<file path="src/flash_cmd_pkg.sv">
/*
 * constants for the host-side controller of an asynchronous dual-die flash:
 * command codes, cycle timing, operation codes of the user port.
 * assumes a 100 MHz clock; the flash has no clock of its own.
 */
// Operation
// - after 71H the next read returns global or block status chosen by address
// - after 75H the next read returns buffer data at the read address
// - after 74H the next write stores data at that cycle's buffer address
// - E0H, then low and high count, then address/data pairs from cycle four
// - host always writes 00H as high count byte
// - 0CH plus two counts; third address equals buffer source location
// - block lock is 77H then D0H at an address inside the block
// - lock bits read locked until 97H then D0H uploads them
// - after sleep F0H host also deasserts a chip enable
package flash_cmd_pkg;
    localparam int ADDR_W = 21;
    localparam int DATA_W = 16;

    localparam logic [7:0] CMD_READ_EXT_STATUS = 8'h71;
    localparam logic [7:0] CMD_BUF_SWAP        = 8'h72;
    localparam logic [7:0] CMD_BUF_READ        = 8'h75;
    localparam logic [7:0] CMD_BUF_LOAD_ONE    = 8'h74;
    localparam logic [7:0] CMD_BUF_LOAD_SEQ    = 8'hE0;
    localparam logic [7:0] CMD_BUF_PROGRAM     = 8'h0C;
    localparam logic [7:0] CMD_TWO_BYTE        = 8'hFB;
    localparam logic [7:0] CMD_LOCK_BLOCK      = 8'h77;
    localparam logic [7:0] CMD_UPLOAD_STATUS   = 8'h97;
    localparam logic [7:0] CMD_READY_CONFIG    = 8'h96;
    localparam logic [7:0] CMD_SLEEP           = 8'hF0;
    localparam logic [7:0] CMD_ABORT           = 8'h80;
    localparam logic [7:0] CMD_CONFIRM         = 8'hD0;
    localparam logic [7:0] COUNT_HIGH_ZERO     = 8'h00;
    localparam logic [7:0] RB_MODE_FIRST       = 8'h01;
    localparam logic [7:0] RB_MODE_LAST        = 8'h04;

    // user-side operation codes
    localparam logic [3:0] OP_WRITE     = 4'h0; // raw single command write
    localparam logic [3:0] OP_STATUS    = 4'h1;
    localparam logic [3:0] OP_SWAP      = 4'h2;
    localparam logic [3:0] OP_BUF_READ  = 4'h3;
    localparam logic [3:0] OP_BUF_LOAD  = 4'h4;
    localparam logic [3:0] OP_SEQ_LOAD  = 4'h5;
    localparam logic [3:0] OP_BUF_PROG  = 4'h6;
    localparam logic [3:0] OP_TWO_BYTE  = 4'h7;
    localparam logic [3:0] OP_LOCK      = 4'h8;
    localparam logic [3:0] OP_UPLOAD    = 4'h9;
    localparam logic [3:0] OP_RB_CONFIG = 4'hA;
    localparam logic [3:0] OP_SLEEP     = 4'hB;
    localparam logic [3:0] OP_ABORT     = 4'hC;

    // bus cycle timing
    localparam int CLK_PERIOD_NS  = 10;
    localparam int WE_LOW_NS      = 50;
    localparam int SETUP_NS       = 20;
    localparam int READ_ACCESS_NS = 70;
    localparam int WE_LOW_CYC   = (WE_LOW_NS + CLK_PERIOD_NS - 1) / CLK_PERIOD_NS;
    localparam int SETUP_CYC    = (SETUP_NS + CLK_PERIOD_NS - 1) / CLK_PERIOD_NS;
    localparam int READ_CYC     = (READ_ACCESS_NS + CLK_PERIOD_NS - 1) / CLK_PERIOD_NS;
    localparam int CYC_CNT_W    = 4;
endpackage

</file>
<file path="src/flash_cycle_if.sv">
/*
 * carries one flash bus cycle request from the sequencer to the pin engine.
 * assumes both ends share clk and the synchronised reset.
 */
`timescale 1ns/1ps
interface flash_cycle_if;
    logic                                valid;
    logic                                ready;
    logic                                is_read;
    logic [flash_cmd_pkg::ADDR_W-1:0]    addr;
    logic [flash_cmd_pkg::DATA_W-1:0]    wdata;
    logic                                done;
    logic [flash_cmd_pkg::DATA_W-1:0]    rdata;

    modport master (output valid, output is_read, output addr, output wdata,
                    input ready, input done, input rdata);
    modport engine (input valid, input is_read, input addr, input wdata,
                    output ready, output done, output rdata);
endinterface

</file>
<file path="src/flash_pin_engine.sv">
/*
 * drives one asynchronous write or read cycle on the flash pins.
 * assumes the flash latches on the rising edge of we_n, which is the
 * first control to rise here because ce_n rises one cycle later.
 */
`timescale 1ns/1ps
module flash_pin_engine (
    input  wire logic                             clk,
    input  wire logic                             rst_n,
    flash_cycle_if.engine                         cyc,
    output logic                                  ce_n,
    output logic                                  we_n,
    output logic                                  oe_n,
    output logic [flash_cmd_pkg::ADDR_W-1:0]      addr,
    output logic [flash_cmd_pkg::DATA_W-1:0]      dq_o,
    output logic                                  dq_oe,
    input  wire logic [flash_cmd_pkg::DATA_W-1:0] dq_i
);
    typedef enum logic [4:0] {
        P_IDLE  = 5'b00001,
        P_SETUP = 5'b00010,
        P_STROBE= 5'b00100,
        P_HOLD  = 5'b01000,
        P_DONE  = 5'b10000
    } pstate_t;

    typedef struct packed {
        pstate_t                          st;
        logic [flash_cmd_pkg::CYC_CNT_W-1:0] cnt;
        logic                             rd;
        logic                             ce_n;
        logic                             we_n;
        logic                             oe_n;
        logic                             dq_oe;
        logic [flash_cmd_pkg::ADDR_W-1:0] addr;
        logic [flash_cmd_pkg::DATA_W-1:0] dq;
        logic [flash_cmd_pkg::DATA_W-1:0] rdata;
    } pe_t;

    pe_t s_q, s_d;

    always_comb begin
        s_d = s_q;
        case (s_q.st)
            P_IDLE: begin
                if (cyc.valid) begin
                    s_d.st    = P_SETUP;
                    s_d.rd    = cyc.is_read;
                    s_d.addr  = cyc.addr;
                    s_d.dq    = cyc.wdata;
                    s_d.ce_n  = 1'b0;
                    s_d.dq_oe = !cyc.is_read;
                    s_d.cnt   = flash_cmd_pkg::CYC_CNT_W'(flash_cmd_pkg::SETUP_CYC);
                end
            end
            P_SETUP: begin
                if (s_q.cnt <= 4'h1) begin
                    s_d.st   = P_STROBE;
                    s_d.we_n = s_q.rd;
                    s_d.oe_n = !s_q.rd;
                    s_d.cnt  = s_q.rd
                        ? flash_cmd_pkg::CYC_CNT_W'(flash_cmd_pkg::READ_CYC)
                        : flash_cmd_pkg::CYC_CNT_W'(flash_cmd_pkg::WE_LOW_CYC);
                end else begin
                    s_d.cnt = s_q.cnt - 4'h1;
                end
            end
            P_STROBE: begin
                if (s_q.cnt <= 4'h1) begin
                    // we_n rises first so the latch edge is unambiguous
                    s_d.st    = P_HOLD;
                    s_d.we_n  = 1'b1;
                    s_d.oe_n  = 1'b1;
                    if (s_q.rd)
                        s_d.rdata = dq_i;
                end else begin
                    s_d.cnt = s_q.cnt - 4'h1;
                end
            end
            P_HOLD: begin
                s_d.st    = P_DONE;
                s_d.ce_n  = 1'b1;
                s_d.dq_oe = 1'b0;
            end
            P_DONE: s_d.st = P_IDLE;
            default: s_d.st = P_IDLE;
        endcase
    end

    always_ff @(posedge clk or negedge rst_n) begin
        if (!rst_n) begin
            s_q <= '{st: P_IDLE, cnt: '0, rd: 1'b0, ce_n: 1'b1, we_n: 1'b1,
                     oe_n: 1'b1, dq_oe: 1'b0, addr: '0, dq: '0, rdata: '0};
        end else begin
            s_q <= s_d;
        end
    end

    assign cyc.ready = (s_q.st == P_IDLE);
    assign cyc.done  = (s_q.st == P_DONE);
    assign cyc.rdata = s_q.rdata;
    assign ce_n  = s_q.ce_n;
    assign we_n  = s_q.we_n;
    assign oe_n  = s_q.oe_n;
    assign addr  = s_q.addr;
    assign dq_o  = s_q.dq;
    assign dq_oe = s_q.dq_oe;

    a_we_inside_ce: assert property (@(posedge clk) disable iff (!rst_n)
        !we_n |-> !ce_n) else $error("write strobe outside chip enable");
    a_we_rises_first: assert property (@(posedge clk) disable iff (!rst_n)
        $rose(we_n) |-> !ce_n) else $error("chip enable rose before write strobe");
endmodule // flash_pin_engine

</file>
<file path="src/flash_cmd_host.sv">
/*
 * host controller issuing the extended command set to the flash.
 * one user operation expands into its documented sequence of bus cycles.
 * assumes op fields are valid in the cycle op_valid is high with op_ready high; they are registered then.
 */
`timescale 1ns/1ps
module flash_cmd_host (
    input  wire logic                             clk,
    input  wire logic                             rst_n,
    input  wire logic                             op_valid,
    output logic                                  op_ready,
    input  wire logic [3:0]                       op_code,
    input  wire logic [flash_cmd_pkg::ADDR_W-1:0] op_addr,
    input  wire logic [flash_cmd_pkg::DATA_W-1:0] op_data,
    input  wire logic [7:0]                       op_arg,
    input  wire logic                             byte_mode,
    output logic                                  data_req,
    input  wire logic [flash_cmd_pkg::ADDR_W-1:0] data_addr,
    input  wire logic [flash_cmd_pkg::DATA_W-1:0] data_word,
    output logic                                  rd_valid,
    output logic [flash_cmd_pkg::DATA_W-1:0]      rd_data,
    output logic                                  op_done,
    input  wire logic                             ready_busy_out,
    output logic                                  engine_busy,
    output logic                                  chip_enable_primary_n,
    output logic                                  we_n,
    output logic                                  oe_n,
    output logic [flash_cmd_pkg::ADDR_W-1:0]      addr,
    output logic [flash_cmd_pkg::DATA_W-1:0]      dq_o,
    output logic                                  dq_oe,
    input  wire logic [flash_cmd_pkg::DATA_W-1:0] dq_i
);
    logic [1:0] rst_sync;
    logic       rst_n_s;

    always_ff @(posedge clk or negedge rst_n) begin
        if (!rst_n)
            rst_sync <= 2'b00;
        else
            rst_sync <= {rst_sync[0], 1'b1};
    end
    assign rst_n_s = rst_sync[1];

    typedef enum logic [4:0] {
        S_IDLE = 5'b00001,
        S_ISSUE= 5'b00010,
        S_WAIT = 5'b00100,
        S_NEXT = 5'b01000,
        S_END  = 5'b10000
    } state_t;

    typedef struct packed {
        state_t                           st;
        logic [3:0]                       op;
        logic [2:0]                       idx;
        logic [8:0]                       left;
        logic [flash_cmd_pkg::ADDR_W-1:0] a;
        logic [flash_cmd_pkg::DATA_W-1:0] d;
        logic [7:0]                       arg;
        logic                             bm;
        logic                             rv;
        logic [flash_cmd_pkg::DATA_W-1:0] rdat;
        logic                             done;
        logic                             rb;
    } host_t;

    host_t s_q, s_d;

    flash_cycle_if cyc ();

    flash_pin_engine u_pins (
        .clk   (clk),
        .rst_n (rst_n_s),
        .cyc   (cyc),
        .ce_n  (chip_enable_primary_n),
        .we_n  (we_n),
        .oe_n  (oe_n),
        .addr  (addr),
        .dq_o  (dq_o),
        .dq_oe (dq_oe),
        .dq_i  (dq_i)
    );

    // bus cycle for the current step, from op and index
    logic                              c_rd;
    logic                              c_last;
    logic [flash_cmd_pkg::ADDR_W-1:0]  c_addr;
    logic [7:0]                        c_lo;
    logic [flash_cmd_pkg::DATA_W-1:0]  c_data;
    logic                              c_pay;

    always_comb begin
        c_rd   = 1'b0;
        c_last = 1'b0;
        c_addr = '0;
        c_lo   = 8'h00;
        c_data = '0;
        c_pay  = 1'b0;
        case (s_q.op)
            flash_cmd_pkg::OP_STATUS: begin
                c_lo = flash_cmd_pkg::CMD_READ_EXT_STATUS;
                c_rd = (s_q.idx == 3'd1);
                c_addr = s_q.a;
                c_last = c_rd;
            end
            flash_cmd_pkg::OP_SWAP: begin
                c_lo = flash_cmd_pkg::CMD_BUF_SWAP;
                c_last = 1'b1;
            end
            flash_cmd_pkg::OP_BUF_READ: begin
                c_lo = flash_cmd_pkg::CMD_BUF_READ;
                c_rd = (s_q.idx == 3'd1);
                c_addr = s_q.a;
                c_last = c_rd;
            end
            flash_cmd_pkg::OP_BUF_LOAD: begin
                c_lo = flash_cmd_pkg::CMD_BUF_LOAD_ONE;
                if (s_q.idx == 3'd1) begin
                    c_addr = s_q.a;
                    c_data = s_q.d;
                    c_pay  = 1'b1;
                    c_last = 1'b1;
                end
            end
            flash_cmd_pkg::OP_SEQ_LOAD: begin
                case (s_q.idx)
                    3'd0: c_lo = flash_cmd_pkg::CMD_BUF_LOAD_SEQ;
                    3'd1: c_lo = s_q.arg; // user passes count minus one
                    3'd2: c_lo = flash_cmd_pkg::COUNT_HIGH_ZERO;
                    default: begin
                        c_addr = data_addr; // pairs from cycle four
                        c_data = data_word;
                        c_pay  = 1'b1;
                        c_last = (s_q.left == 9'd1);
                    end
                endcase
            end
            flash_cmd_pkg::OP_BUF_PROG, flash_cmd_pkg::OP_TWO_BYTE: begin
                // byte mode: second cycle A0 picks order, third at the destination address
                case (s_q.idx)
                    3'd0: c_lo = (s_q.op == flash_cmd_pkg::OP_TWO_BYTE)
                                 ? flash_cmd_pkg::CMD_TWO_BYTE
                                 : flash_cmd_pkg::CMD_BUF_PROGRAM;
                    3'd1: begin
                        c_addr = {{(flash_cmd_pkg::ADDR_W-1){1'b0}}, s_q.a[0]};
                        c_lo = (s_q.op == flash_cmd_pkg::OP_TWO_BYTE)
                               ? (s_q.a[0] ? s_q.d[15:8] : s_q.d[7:0])
                               : (s_q.a[0] && s_q.bm ? flash_cmd_pkg::COUNT_HIGH_ZERO
                                                     : s_q.arg);
                    end
                    default: begin
                        c_addr = s_q.a; // destination equals buffer source
                        c_lo = (s_q.op == flash_cmd_pkg::OP_TWO_BYTE)
                               ? (s_q.a[0] ? s_q.d[7:0] : s_q.d[15:8])
                               : (s_q.a[0] && s_q.bm ? s_q.arg
                                                     : flash_cmd_pkg::COUNT_HIGH_ZERO);
                        c_last = 1'b1;
                    end
                endcase
            end
            flash_cmd_pkg::OP_LOCK: begin
                c_lo = (s_q.idx == 3'd0) ? flash_cmd_pkg::CMD_LOCK_BLOCK
                                         : flash_cmd_pkg::CMD_CONFIRM;
                c_addr = s_q.a;
                c_last = (s_q.idx == 3'd1);
            end
            flash_cmd_pkg::OP_UPLOAD: begin
                c_lo = (s_q.idx == 3'd0) ? flash_cmd_pkg::CMD_UPLOAD_STATUS
                                         : flash_cmd_pkg::CMD_CONFIRM;
                c_last = (s_q.idx == 3'd1);
            end
            flash_cmd_pkg::OP_RB_CONFIG: begin
                c_lo = (s_q.idx == 3'd0) ? flash_cmd_pkg::CMD_READY_CONFIG
                                         : s_q.arg;
                c_last = (s_q.idx == 3'd1);
            end
            flash_cmd_pkg::OP_SLEEP: begin
                c_lo = flash_cmd_pkg::CMD_SLEEP; // enable rises after each cycle
                c_last = 1'b1;
            end
            flash_cmd_pkg::OP_ABORT: begin
                c_lo = flash_cmd_pkg::CMD_ABORT;
                c_last = 1'b1;
            end
            default: begin
                c_lo = s_q.d[7:0];
                c_addr = s_q.a;
                c_last = 1'b1;
            end
        endcase
        // upper byte zero on command cycles, which the device ignores
        // payload flag, not a zero test: a zero data word must stay zero
        if (!c_pay)
            c_data = {8'h00, c_lo};
    end

    assign cyc.valid   = (s_q.st == S_ISSUE);
    assign cyc.is_read = c_rd;
    assign cyc.addr    = c_addr;
    assign cyc.wdata   = c_data;

    always_comb begin
        s_d = s_q;
        s_d.rv = 1'b0;
        s_d.done = 1'b0;
        s_d.rb = ready_busy_out;
        case (s_q.st)
            S_IDLE: begin
                if (op_valid) begin
                    s_d.st   = S_ISSUE;
                    s_d.op   = op_code;
                    s_d.idx  = 3'd0;
                    s_d.a    = op_addr;
                    s_d.d    = op_data;
                    s_d.arg  = op_arg;
                    s_d.bm   = byte_mode;
                    s_d.left = {1'b0, op_arg} + 9'd1;
                    if (op_code == flash_cmd_pkg::OP_RB_CONFIG &&
                        (op_arg < flash_cmd_pkg::RB_MODE_FIRST ||
                         op_arg > flash_cmd_pkg::RB_MODE_LAST))
                        s_d.st = S_END; // refuse undefined mode codes
                end
            end
            S_ISSUE: if (cyc.ready) s_d.st = S_WAIT;
            S_WAIT: begin
                if (cyc.done) begin
                    if (c_rd) begin
                        s_d.rv = 1'b1;
                        s_d.rdat = cyc.rdata;
                    end
                    if (s_q.op == flash_cmd_pkg::OP_SEQ_LOAD && s_q.idx == 3'd3)
                        s_d.left = s_q.left - 9'd1;
                    s_d.st = c_last ? S_END : S_NEXT;
                end
            end
            S_NEXT: begin
                s_d.st = S_ISSUE;
                if (s_q.idx != 3'd3)
                    s_d.idx = s_q.idx + 3'd1;
            end
            S_END: begin
                s_d.done = 1'b1;
                s_d.st = S_IDLE;
            end
            default: s_d.st = S_IDLE;
        endcase
    end

    always_ff @(posedge clk or negedge rst_n_s) begin
        if (!rst_n_s)
            s_q <= '{st: S_IDLE, op: '0, idx: '0, left: '0, a: '0, d: '0, arg: '0,
                     bm: 1'b0, rv: 1'b0, rdat: '0, done: 1'b0, rb: 1'b1};
        else
            s_q <= s_d;
    end

    assign op_ready    = (s_q.st == S_IDLE);
    // one clock per pair; user presents the pair while data_req is high
    assign data_req    = (s_q.st == S_ISSUE) && cyc.ready &&
                         s_q.op == flash_cmd_pkg::OP_SEQ_LOAD && s_q.idx == 3'd3;
    assign rd_valid    = s_q.rv;
    assign rd_data     = s_q.rdat;
    assign op_done     = s_q.done;
    // level mode: low means engine busy
    assign engine_busy = !s_q.rb;

    a_cmd_upper_zero: assert property (@(posedge clk) disable iff (!rst_n_s)
        cyc.valid && s_q.idx == 3'd0 |-> cyc.wdata[15:8] == 8'h00)
        else $error("command cycle upper byte not zero");
    a_seq_high_zero: assert property (@(posedge clk) disable iff (!rst_n_s)
        cyc.valid && s_q.op == flash_cmd_pkg::OP_SEQ_LOAD && s_q.idx == 3'd2
        |-> cyc.wdata == 16'h0000) else $error("high count not zero");
    a_lock_confirm: assert property (@(posedge clk) disable iff (!rst_n_s)
        cyc.valid && s_q.op == flash_cmd_pkg::OP_LOCK && s_q.idx == 3'd1
        |-> cyc.wdata[7:0] == 8'hD0 && cyc.addr == s_q.a)
        else $error("lock confirm wrong");
    a_status_read: assert property (@(posedge clk) disable iff (!rst_n_s)
        cyc.valid && s_q.op == flash_cmd_pkg::OP_STATUS |-> c_rd == (s_q.idx == 3'd1))
        else $error("status read cycle misplaced");
    a_two_byte_comp: assert property (@(posedge clk) disable iff (!rst_n_s)
        cyc.valid && s_q.op == flash_cmd_pkg::OP_TWO_BYTE && s_q.idx == 3'd1
        |-> cyc.wdata[7:0] == (s_q.a[0] ? s_q.d[15:8] : s_q.d[7:0]))
        else $error("two byte order wrong");
    a_swap_single: assert property (@(posedge clk) disable iff (!rst_n_s)
        cyc.valid && s_q.op == flash_cmd_pkg::OP_SWAP |-> c_last)
        else $error("swap not single cycle");
    a_done_pulse: assert property (@(posedge clk) disable iff (!rst_n_s)
        op_done |-> op_ready ##1 !op_done) else $error("done not a pulse");
    a_busy_level: assert property (@(posedge clk) disable iff (!rst_n_s)
        !$past(ready_busy_out) |-> engine_busy) else $error("busy not followed");

    c_seq_load: cover property (@(posedge clk) disable iff (!rst_n_s)
        data_req ##[1:200] op_done);
    c_status_rd: cover property (@(posedge clk) disable iff (!rst_n_s)
        rd_valid && s_q.op == flash_cmd_pkg::OP_STATUS);
    c_lock: cover property (@(posedge clk) disable iff (!rst_n_s)
        op_done && s_q.op == flash_cmd_pkg::OP_LOCK);
endmodule // flash_cmd_host

</file>
<file path="config.mk">
export PLATFORM = sky130hd
export DESIGN_NAME = flash_cmd_host
export DESIGN_NICKNAME = d
export VERILOG_FILES = /design/src/flash_cmd_pkg.sv /design/src/flash_cycle_if.sv /design/src/flash_pin_engine.sv /design/src/flash_cmd_host.sv
export SDC_FILE = /design/constraint.sdc
export NUM_CORES = 1
export LEC_CHECK = 0
export BUFFER_PORTS_ARGS = -buffer_cell sky130_fd_sc_hd__buf_4
export CAP_MARGIN = 20
export CORE_MARGIN = 10
export CORE_UTILIZATION = 60
export CTS_BUF_LIST = sky130_fd_sc_hd__clkbuf_16
export CTS_CLUSTER_SIZE = 28
export DETAILED_ROUTE_END_ITERATION = 10
export GPL_ROUTABILITY_DRIVEN = 0
export PLACE_DENSITY = 0.95
export SYNTH_ARGS = -nofsm -noshare
export SYNTH_HDL_FRONTEND = slang
export SYNTH_SLANG_ARGS = --single-unit
</file>
<file path="constraint.sdc">
create_clock -name clk -period 14.5 [get_ports clk]
set_clock_uncertainty 0.05 [all_clocks]
set_input_delay 2.175 -clock clk [delete_from_list [all_inputs] [get_ports clk]]
set_output_delay 2.175 -clock clk [all_outputs]
set_load 0.01 [all_outputs]
</file>
==> out/metrics.yaml <==
period_minus_slack_ns: 4.168
synthTopCellsByCount: "149 x dfrtp_1, 92 x nor2_1, 82 x mux2_2"
root_buffer: "clkbuf_16"
final-setup-viol-count: 0
cts_max_level: 4
numPortBuffers: 168
drtPass1Iterations: 6
worstPathRequired_ns: 12.27
drt_iter0_drc: 896
r2r-start: "s_q[75]"
crit_path_max_fanout: 29
synth_cells: 818
cts_tree: "yes"
whs_ns: 0.2017
dieWidth_um: 138.9
cts-resized-gates: 0
finalHoldViolCount: 0
die_area_um2: 19280
drv_cap: 0
tightest_slew_ns: 1.056
grt_remaining_overflow: 0
synth_area_leader_cell: "dfrtp_1"
hold_buffers: 0
worst_slack_ns: 10.33
finalCritPeriodShare: 0.2875
tns_ns: 0
synth_top_area_frac: 0.4399
numCtsBuffers: 17
post-place-ws_ns: 10.80
rr_worst_depth: 6
vias_per_cell: 6.221
critical_path.cell_chain: "and4bb_2 -> nand2_1 -> nor2_1 -> buf_4"
synth-edff-count: 0
vias: 6818
nNetsFinal: 1022
post_cts_buffers: 0
worst-r2r-setup-slack_ns: 11.39
clock_sinks: 155
cpLargestDelayFamily: "flip-flops"
antenna_left: 0
critPathKind: "flip-flop to output pin"
yosysMostFrequentCell: "dfrtp_1"
arrival_ns: 1.94
cp-start-kind: "flip-flop"
ys_ff_latch: 155
power_density_nw_per_um2: 197.1
clockBufferDepth: 2
rsz0062_at_grt: "no"
start_util: 0.6106
synthTopCellsByArea: "dfrtp_1 44%, mux2_2 11%, buf_4 4.8%"
synth-seq-area-share: 0.4585
cp_slowest_stage_delay_ns: 0.86
worstReg2RegEnd: "rd_data[4]"
num_rows: 43
hold_class: "flip-flop to asynchronous set/reset pin"
die_height_um: 138.9
layout-drive-gt1-share: 0.3341
clkLatencyLatePin_ns: 0.43
synth_area_um2: 8476
clk_pin_slew_worst_paths_ns: 0.07
antenna_found_initial: 0
hpwl_mm: 16.06
clock.fmax_mhz: 239.9
wire_per_inst_um: 20.66
grt_max_degree: 74
grt_pass1_wl_mm: 36.25
ys_types: 74
placed_area_um2: 9382
synthToLayoutAreaGrowth_pct: 17.15
diodes: 0
crit_slowest_cell: "dfrtp_1"
p_leak_nw: 4.565
outcome: "finished clean"
grt_pass1_vias: 6748
io_pins: 169
drc: 0
post-route-util: 0.7153
grt_use_total: 0.2300
slew_violations: 0
synth_fp_nets: 937
crit_path_end_kind: "output pin"
synthFlopType: "dfrtp_1"
slew_headroom: 0.2957
core_area_um2: 13880
wirelength_mm: 22.65
fin_area_um2: 9930
ys_warn_count: 0
syn_area_per_cell_um2: 10.36
synthArstFlopShare: 1.000
path_buf_inv: 1
ir_worst_vdd_v: 0.0001024
==> cells in the final DEF, fill, tap and decap left out, types with 12 or more instances in the layout <==
cell	count
nand3_1	18
mux2_2	82
a21oi_1	18
o21ai_0	29
nor2_1	92
mux2i_1	21
clkbuf_16	17
ha_1	12
a221oi_1	36
dfrtp_1	148
buf_4	174
inv_1	23
nand2_1	37
nor2b_1	13
==> registers in the layout (all words and copies together) (netlist names), 2 cells and up <==
signal            cells
rd_data              16
rst_sync              2
s_q                  68
u_pins.addr          21
u_pins.cyc.rdata     16
u_pins.dq_o          16
u_pins.s_q           10
==> logic make-up (layout without fill, tap and decap cells) <==
logic type | Yosys count | in the layout | share of synthesized area
AND/OR/NAND/NOR | 223 | 223 | 0.1335
buffers and inverters | 129 | 227 | 0.08415
AO/OA/AOI/OAI | 188 | 188 | 0.1648
flip-flops | 155 | 155 | 0.4585
other | 1 | 1 | 0.0004424
adder cells (fa/ha/maj) | 12 | 12 | 0.01771
multiplexers | 103 | 103 | 0.1337
XOR/XNOR | 7 | 7 | 0.007234
==> how the worst max path moves through the flow <==
| stage | start | slack (ns) | cells past startpoint | end |
|---|---|---|---|---|
| after floorplan | rst_sync[1] | 9.82 | 0 | op_done |
| after global placement | s_q[77] | 10.81 | 4 | data_req |
| after detailed placement | s_q[80] | 10.80 | 4 | data_req |
| after CTS | s_q[80] | 10.34 | 4 | data_req |
| after global routing | s_q[79] | 10.21 | 4 | data_req |
| final | s_q[80] | 10.33 | 4 | data_req |
==> per-stage QoR <==
step           power (W)  std cells
5_1_grt         0.002079       1096
6_report        0.001958       1096
3_3_place_gp    0.001486       1064
3_5_place_dp    0.001530       1064
2_1_floorplan   0.001329        818
4_1_cts         0.001950       1096
==> routing by layer <==
metal  up-vias  share of wire  GRT usage
met5         -              0          0
met4         0          0.030    0.08896
met3        68          0.092    0.07295
met2       347           0.49     0.3660
met1      3299           0.39     0.2857
li1       3104              -          -
==> power by group <==
part	switching [W]	internal (W)	leakage [nW]
registers	0.000185	0.000584	1.88
logic	0.000396	0.000375	2.41
clock network	0.000182	0.000235	0.269
total	0.000763	0.00119	4.57
==> layout make-up <==
cell class / count / area [um^2]
Multi-Input combinational cell: 534 / 3881
Fill cell: 994 / 3951
Inverter: 21 / 78.83
Tap cell: 180 / 225.2
Sequential cell: 155 / 3890
Clock inverter: 15 / 122.6
Timing Repair Buffer: 174 / 1306
Clock buffer: 17 / 425.4
(Power assumes the default switching activity.)
